`config.mk`:
```
export PLATFORM = sky130hd
export DESIGN_NAME = ssbw_ctrl
export DESIGN_NICKNAME = d
export VERILOG_FILES = /design/src/ssbw_pkg.sv /design/src/ssbw_lane_drv.sv /design/src/ssbw_ctrl.sv
export SDC_FILE = /design/constraint.sdc
export NUM_CORES = 1
export LEC_CHECK = 0
export ABC_AREA = 1
export BUFFER_PORTS_ARGS = -buffer_cell sky130_fd_sc_hd__buf_2
export CAP_MARGIN = 20
export CORE_MARGIN = 5
export CORE_UTILIZATION = 39
export CTS_BUF_LIST = sky130_fd_sc_hd__clkbuf_8
export CTS_CLUSTER_SIZE = 16
export DETAILED_ROUTE_END_ITERATION = 8
export PLACE_DENSITY = 0.81
export SYNTH_ARGS = -nofsm -noshare
export SYNTH_HDL_FRONTEND = slang
export SYNTH_SLANG_ARGS = --single-unit
```
`constraint.sdc`:
```
create_clock -name clk -period 4.95 [get_ports clk]
set_clock_uncertainty 0.2 [all_clocks]
set_input_delay 1.485 -clock clk [delete_from_list [all_inputs] [get_ports clk]]
set_output_delay 1.485 -clock clk [all_outputs]
set_load 0.03 [all_outputs]
```
`src/ssbw_pkg.sv`:
```
`default_nettype none
package ssbw_pkg;
   localparam int LANE_BITS  = 8;
   localparam int LANES_WIDE = 4;
   localparam int LANES_NARR = 2;
   localparam int LANES      = LANES_WIDE;
   localparam int DATA_BITS  = LANES * LANE_BITS;
   localparam logic [LANES-1:0] LANES_NONE = 4'h0;
   localparam logic [LANES-1:0] LANES_ALL  = 4'hF;
   localparam logic [LANES-1:0] SEL_N_IDLE = 4'hF;

   typedef enum logic [1:0] {
      SSBW_IDLE,
      SSBW_PROC,
      SSBW_WRITE
   } ssbw_state_e;

   typedef struct packed {
      ssbw_state_e      state;
      logic             wr_active;
      logic [LANES-1:0] lane_wr;
      logic             selected;
   } ssbw_state_s;
endpackage
`default_nettype wire

```
`src/ssbw_lane_drv.sv`:
```
`default_nettype none
// per-lane output enable for data and parity; purely combinational
module ssbw_lane_drv (
   input  wire logic                        oe_n,
   input  wire logic                        selected,
   input  wire logic                        wr_active,
   output logic [ssbw_pkg::LANE_BITS-1:0] data_oe,
   output logic                            parity_oe
);
   logic drive;
   // oe acts without a clock, masked while writing
   assign drive = selected & ~oe_n & ~wr_active;
   assign data_oe = {ssbw_pkg::LANE_BITS{drive}};
   assign parity_oe = drive;
endmodule
`default_nettype wire

```
`src/ssbw_ctrl.sv`:
```
`default_nettype none
// How it works
// - processor strobe start is always a read
// - writes only after proc start or controller start
// - output enable ignored during a write
// - output enable gates drivers without clock
// - drivers forced off during write cycles
// - read: tristate when disabled or deselected
// - read: drive all bits when selected, enabled
// - any select combination writes low lanes
// - byte select covers lane data and parity
// - wide variant has four byte lanes
// - global write low writes all lanes
// - write when global write, or lane write with any select low, asserted
// - unselected lanes keep contents in byte write
module ssbw_ctrl (
   input  wire logic                             clk,
   input  wire logic                             rst,
   input  wire logic                             ce,
   input  wire logic                             chip_sel,
   input  wire logic                             proc_addr_strobe_n,
   input  wire logic                             ctrl_addr_strobe_n,
   input  wire logic                             global_write_n,
   input  wire logic                             lane_write_en_n,
   input  wire logic [ssbw_pkg::LANES-1:0]       lane_select_n,
   input  wire logic                             oe_n,
   output logic [ssbw_pkg::LANES-1:0]            lane_wr_reg,
   output logic                                  wr_active_reg,
   output logic                                  selected_reg,
   output logic [ssbw_pkg::DATA_BITS-1:0]        data_io_oe,
   output logic [ssbw_pkg::LANES-1:0]            parity_lane_io_oe
);
   ssbw_pkg::ssbw_state_s st_reg;
   ssbw_pkg::ssbw_state_s st_next;
   logic                  wr_req;
   logic [ssbw_pkg::LANES-1:0] lanes_req;

   function automatic logic [ssbw_pkg::LANES-1:0] lane_decode(
      input logic                         gw_n,
      input logic                         bwe_n,
      input logic [ssbw_pkg::LANES-1:0]   sel_n);
      if (!gw_n)
         lane_decode = ssbw_pkg::LANES_ALL;
      else if (!bwe_n)
         lane_decode = ~sel_n;
      else
         lane_decode = ssbw_pkg::LANES_NONE;
   endfunction

   always_comb begin
      lanes_req = lane_decode(global_write_n, lane_write_en_n,
                              lane_select_n);
      wr_req = (lanes_req != ssbw_pkg::LANES_NONE);
   end

   always_comb begin
      st_next = st_reg;
      st_next.wr_active = 1'b0;
      st_next.lane_wr = ssbw_pkg::LANES_NONE;
      if (!proc_addr_strobe_n) begin
         // proc start reads regardless of write inputs
         st_next.selected = chip_sel;
         st_next.state = chip_sel ? ssbw_pkg::SSBW_PROC
                                  : ssbw_pkg::SSBW_IDLE;
      end else if (!ctrl_addr_strobe_n) begin
         st_next.selected = chip_sel;
         if (chip_sel && wr_req) begin
            st_next.state = ssbw_pkg::SSBW_WRITE;
            st_next.wr_active = 1'b1;
            st_next.lane_wr = lanes_req;
         end else begin
            st_next.state = chip_sel ? ssbw_pkg::SSBW_PROC
                                     : ssbw_pkg::SSBW_IDLE;
         end
      end else begin
         case (st_reg.state)
            ssbw_pkg::SSBW_PROC,
            ssbw_pkg::SSBW_WRITE: begin
               if (wr_req) begin
                  st_next.state = ssbw_pkg::SSBW_WRITE;
                  st_next.wr_active = 1'b1;
                  st_next.lane_wr = lanes_req;
               end else begin
                  st_next.state = ssbw_pkg::SSBW_PROC;
               end
            end
            ssbw_pkg::SSBW_IDLE: begin
               st_next.state = ssbw_pkg::SSBW_IDLE;
            end
            default: begin
               st_next.state = ssbw_pkg::SSBW_IDLE;
            end
         endcase
      end
   end

   always_ff @(posedge clk) begin
      if (rst) begin
         st_reg.state     <= ssbw_pkg::SSBW_IDLE;
         st_reg.wr_active <= 1'b0;
         st_reg.lane_wr   <= ssbw_pkg::LANES_NONE;
         st_reg.selected  <= 1'b0;
      end else if (ce) begin
         st_reg <= st_next;
      end
   end

   assign lane_wr_reg   = st_reg.lane_wr;
   assign wr_active_reg = st_reg.wr_active;
   assign selected_reg  = st_reg.selected;

   // output enables follow oe_n asynchronously; oe_n ignored while writing
   genvar g;
   generate
      for (g = 0; g < ssbw_pkg::LANES; g = g + 1) begin : g_lane
         ssbw_lane_drv u_drv (
            .oe_n      (oe_n),
            .selected  (st_reg.selected),
            .wr_active (st_reg.wr_active),
            .data_oe   (data_io_oe[g*ssbw_pkg::LANE_BITS +:
                                   ssbw_pkg::LANE_BITS]),
            .parity_oe (parity_lane_io_oe[g])
         );
         a_lane_pair: assert property (@(posedge clk)
            disable iff (rst)
            data_io_oe[g*ssbw_pkg::LANE_BITS +: ssbw_pkg::LANE_BITS]
            == {ssbw_pkg::LANE_BITS{parity_lane_io_oe[g]}})
            else $error("lane data and parity enables split");
      end
   endgenerate

   // start decode and write gating
   a_proc_read: assert property (@(posedge clk) disable iff (rst)
      (ce && !proc_addr_strobe_n) |=> !wr_active_reg)
      else $error("write after processor strobe start");
   a_proc_keep: assert property (@(posedge clk) disable iff (rst)
      (ce && !proc_addr_strobe_n) |=> lane_wr_reg == ssbw_pkg::LANES_NONE)
      else $error("lanes written after processor strobe start");
   a_ctrl_write: assert property (@(posedge clk) disable iff (rst)
      (ce && proc_addr_strobe_n && !ctrl_addr_strobe_n && chip_sel
       && !global_write_n)
      |=> (wr_active_reg && lane_wr_reg == ssbw_pkg::LANES_ALL))
      else $error("controller write not taken");
   a_cont_write: assert property (@(posedge clk) disable iff (rst)
      (ce && proc_addr_strobe_n && ctrl_addr_strobe_n
       && st_reg.state != ssbw_pkg::SSBW_IDLE && !global_write_n)
      |=> (wr_active_reg && lane_wr_reg == ssbw_pkg::LANES_ALL))
      else $error("write after start not taken");
   a_idle_nowr: assert property (@(posedge clk) disable iff (rst)
      (ce && proc_addr_strobe_n && ctrl_addr_strobe_n
       && st_reg.state == ssbw_pkg::SSBW_IDLE) |=> !wr_active_reg)
      else $error("write without start");
   a_global_all: assert property (@(posedge clk) disable iff (rst)
      ($rose(wr_active_reg) && !$past(global_write_n)) |->
      lane_wr_reg == ssbw_pkg::LANES_ALL)
      else $error("global write missed lanes");
   a_lane_exact: assert property (@(posedge clk) disable iff (rst)
      (ce && proc_addr_strobe_n && !ctrl_addr_strobe_n && chip_sel
       && global_write_n && !lane_write_en_n
       && lane_select_n != ssbw_pkg::SEL_N_IDLE)
      |=> lane_wr_reg == ~$past(lane_select_n))
      else $error("lane write mismatch");
   a_lane_keep: assert property (@(posedge clk) disable iff (rst)
      (ce && global_write_n) |=>
      (lane_wr_reg & $past(lane_select_n)) == ssbw_pkg::LANES_NONE)
      else $error("unselected lane written");
   a_wr_lanes: assert property (@(posedge clk) disable iff (rst)
      wr_active_reg == (lane_wr_reg != ssbw_pkg::LANES_NONE))
      else $error("write flag and lanes disagree");
   a_read_only: assert property (@(posedge clk) disable iff (rst)
      (ce && global_write_n && lane_write_en_n) |=> !wr_active_reg)
      else $error("write with no write inputs");
   a_sel_none: assert property (@(posedge clk) disable iff (rst)
      (ce && global_write_n && lane_select_n == ssbw_pkg::SEL_N_IDLE)
      |=> !wr_active_reg)
      else $error("write with no lane selected");
   a_ctrl_read: assert property (@(posedge clk) disable iff (rst)
      (ce && proc_addr_strobe_n && !ctrl_addr_strobe_n && chip_sel
       && global_write_n && lane_write_en_n)
      |=> (selected_reg && !wr_active_reg))
      else $error("controller read not taken");

   // selection and driver enables
   a_proc_desel: assert property (@(posedge clk) disable iff (rst)
      (ce && !proc_addr_strobe_n && !chip_sel)
      |=> (!selected_reg && data_io_oe == '0))
      else $error("processor strobe deselect ignored");
   a_ctrl_desel: assert property (@(posedge clk) disable iff (rst)
      (ce && proc_addr_strobe_n && !ctrl_addr_strobe_n && !chip_sel)
      |=> (!selected_reg && !wr_active_reg))
      else $error("controller strobe deselect ignored");
   a_sel_hold: assert property (@(posedge clk) disable iff (rst)
      (!ce || (proc_addr_strobe_n && ctrl_addr_strobe_n))
      |=> $stable(selected_reg))
      else $error("selection changed without strobe");
   a_sel_state: assert property (@(posedge clk) disable iff (rst)
      selected_reg == (st_reg.state != ssbw_pkg::SSBW_IDLE))
      else $error("selection and state disagree");
   a_wr_mask: assert property (@(posedge clk) disable iff (rst)
      wr_active_reg |-> (data_io_oe == '0 && parity_lane_io_oe == '0))
      else $error("drivers on during write");
   a_oe_ignored: assert property (@(posedge clk) disable iff (rst)
      (wr_active_reg && !oe_n) |-> parity_lane_io_oe == '0)
      else $error("output enable honoured during write");
   a_desel_off: assert property (@(posedge clk) disable iff (rst)
      (!selected_reg || oe_n) |->
      (data_io_oe == '0 && parity_lane_io_oe == '0))
      else $error("driving while disabled");
   a_read_drive: assert property (@(posedge clk) disable iff (rst)
      (selected_reg && !oe_n && !wr_active_reg) |->
      (&data_io_oe && &parity_lane_io_oe))
      else $error("read not driven");

   // scenario covers
   c_proc_then_write: cover property (@(posedge clk) disable iff (rst)
      (ce && chip_sel && !proc_addr_strobe_n) ##2 wr_active_reg);
   c_ctrl_write: cover property (@(posedge clk) disable iff (rst)
      $rose(wr_active_reg));
   c_partial: cover property (@(posedge clk) disable iff (rst)
      wr_active_reg && lane_wr_reg != ssbw_pkg::LANES_ALL);
   c_cont_write: cover property (@(posedge clk) disable iff (rst)
      wr_active_reg && $past(wr_active_reg));
   c_read_drive: cover property (@(posedge clk) disable iff (rst)
      &parity_lane_io_oe);
endmodule
`default_nettype wire

```
==> metrics <==
Pwr Total=0.211 mW; main combinational cell family by area after synthesis=buffers and inverters; final-report hold violation count=0; Non-Filler Instances=129; via count=592; DR iter-0 viols=8; Hold Worst Slack=263 ps; CP max FO=36; WHS Endpoint=lane_wr_reg[1]; RSZ-0062 raised after global routing=false; status=finished, final reports clean; die area=0.00259 mm2; wire per inst=10.4 um; layout cells sized above 1=54.9%; hold path start=lane_wr_reg[1]; Final Max Tran Viols=0; Reg2Reg Depth=7; syn_area_per_cell=6.92 um2; root buffer cell=clkbuf_8; register area share after synthesis=21.5%; routability-driven placement congestion ratio=0.767; DP Wirelength=1110 um; setup TNS=0 ps; post-CTS setup buffers=0; largest net degree at the start of global routing=37; FILL cells=151; Synth area leaders=buf_4 46%, dfxtp_1 22%, nand2_1 6.9%; CTS tree=done; Ports=55; vias per cell=4.59; R2R Path Start=st_reg[7]; synthesized netlist cell count=94; crit path kind=in2out; Final Net Count=127; Clock Path Buffers=2; crit path DAT=2170 ps; CP Launch Type=input port; post-layout min period=3860 ps; fraction of synthesized cell area taken by the top area cell type=46.2%; CP required=3260 ps; area post-placement=648 um2; Cell variety after synth=15; Post-Route WL=1340 um; port bufs=54; Finish-stage setup viols=0; Core Region=0.00154 mm2; PD cells=305 mW/mm2; CTS Sinks=7; fin crit share=77.9%; CP endpoint kind=output pin; flops & latches, synth=7; achievable frequency=259 MHz; Syn Nets=107; largest area contributor in the netlist=buf_4; fin area=693 um2; Reg clk slew, reported paths=40 ps; number of CTS-inserted buffers=3; max reg flops=4; Post-Synth Simple-Gate Area=16.2%; Starting Density=42.2%; MaxCap Viol Count=0; GR Util All Layers=9.16%; Rel. slew slack=86.7%; r2r setup slk=3750 ps; initial antenna violation count=0; post-synthesis xor/xnor area fraction=0%; antenna-violating nets left=0; cts hold-fix bufs=0; Die W=50.8 um; first-pass GRT wire length=1900 um; leakage=0.439 nW; worst-path cell chain=buf_2 -> nor2_1 -> buf_4 -> buf_2; Die H=50.8 um; Compound-Gate Fraction of Synth Area=11.9%; # diodes=0; cell mode on critical path=buf_2; grt total ovfl=0; post-cts gate resize count=0; slowest cell on the critical path=buf_4; Cell Rows=14; post-synthesis mux area share=0%; vias in the first global route=484; hold path cells=2; slowest stage delay, CP=250 ps; Mapped Area=651 um2; Final WS setup=1090 ps; Clock Latency Late Sink=230 ps; reg-to-reg critical path endpoint=lane_wr_reg[3]; pre-CTS setup slack=1070 ps; worst vdd ir=181 uV; CTS H-tree depth=1; Layout area overhead=6.54%; DRC=0; Synth Area in Adders=0%; TritonRoute pass-1 iters=4; dpl cells=125; synthesis warning total=0; Worst Setup SP=oe_n; post-layout util=45.0%; Least-Margin Pin Slew=198 ps; HP Class=reg2reg
[worst max-delay path: cells and delay by family]
kind	cells	cell delay [ps]
simple gates	1	90
buf+inv	3	590
[worst max path at each step]
stage | to | slack, ps | cells past startpoint
5_1_grt | parity_lane_io_oe[3] | 970 | 4
3_5_place_dp | data_io_oe[6] | 1070 | 4
3_3_place_gp | parity_lane_io_oe[3] | 1110 | 4
2_1_floorplan | data_io_oe[0] | 300 | 2
6_report | data_io_oe[6] | 1090 | 4
4_1_cts | data_io_oe[6] | 1070 | 4
[synth_stat cells]
library cell and instances:
nor2_1 9, o21ai_1 2, buf_4 40, nand3_1 4, nand2_1 12, a21oi_2 1
nand2_2 1, a21oi_1 7, dfxtp_1 7, o22ai_1 1, inv_2 1, a211oi_1 1
inv_1 5, o21ai_0 2, clkinv_2 1
[power breakdown]
group	leakage [nW]	internal, mW	switching [mW]	total (mW)
Sequential	0.0570	0.0590	0.00134	0.0603
Clock	0.0269	0.0537	0.0260	0.0797
Combinational	0.355	0.0190	0.0524	0.0715
Total	0.439	0.132	0.0797	0.211
[routing by layer]
metal	vias to the layer above	track usage, %	wire length (um)	part of all wire [%]
li1	293	-	-	-
met1	238	9.11	411	31
met2	56	15.1	578	43
met3	5	2.91	307	23
met4	0	8.09	43	3.2
met5	-	0	0	0
[area by class of cell]
cell class,count,area [um2],area share [%]
Multi-Input combinational cell,40,183,26.4
Clock buffer,3,41.3,5.96
Tap cell,16,20.0,2.89
Inverter,7,27.5,3.97
Sequential cell,7,140,20.2
Timing Repair Buffer,55,278,40.1
Clock inverter,1,3.75,0.542
[placed cells by master, fill, tap and decap left out]
master     n
nand2_1   12
dfxtp_1    7
a211oi_1   1
nand2_2    1
buf_2     54
inv_1      6
nor2_1     9
a21oi_2    1
clkbuf_8   3
nand3_1    4
inv_2      1
clkinv_2   1
a21oi_1    7
o22ai_1    1
o21ai_0    2
o21ai_1    2
buf_4      1
[logic make-up (layout without fill, tap and decap cells)]
group	Yosys count	after routing
simple gates	26	26
compound gates	14	14
flops	7	7
buf+inv	47	66
(Power assumes the default switching activity.)
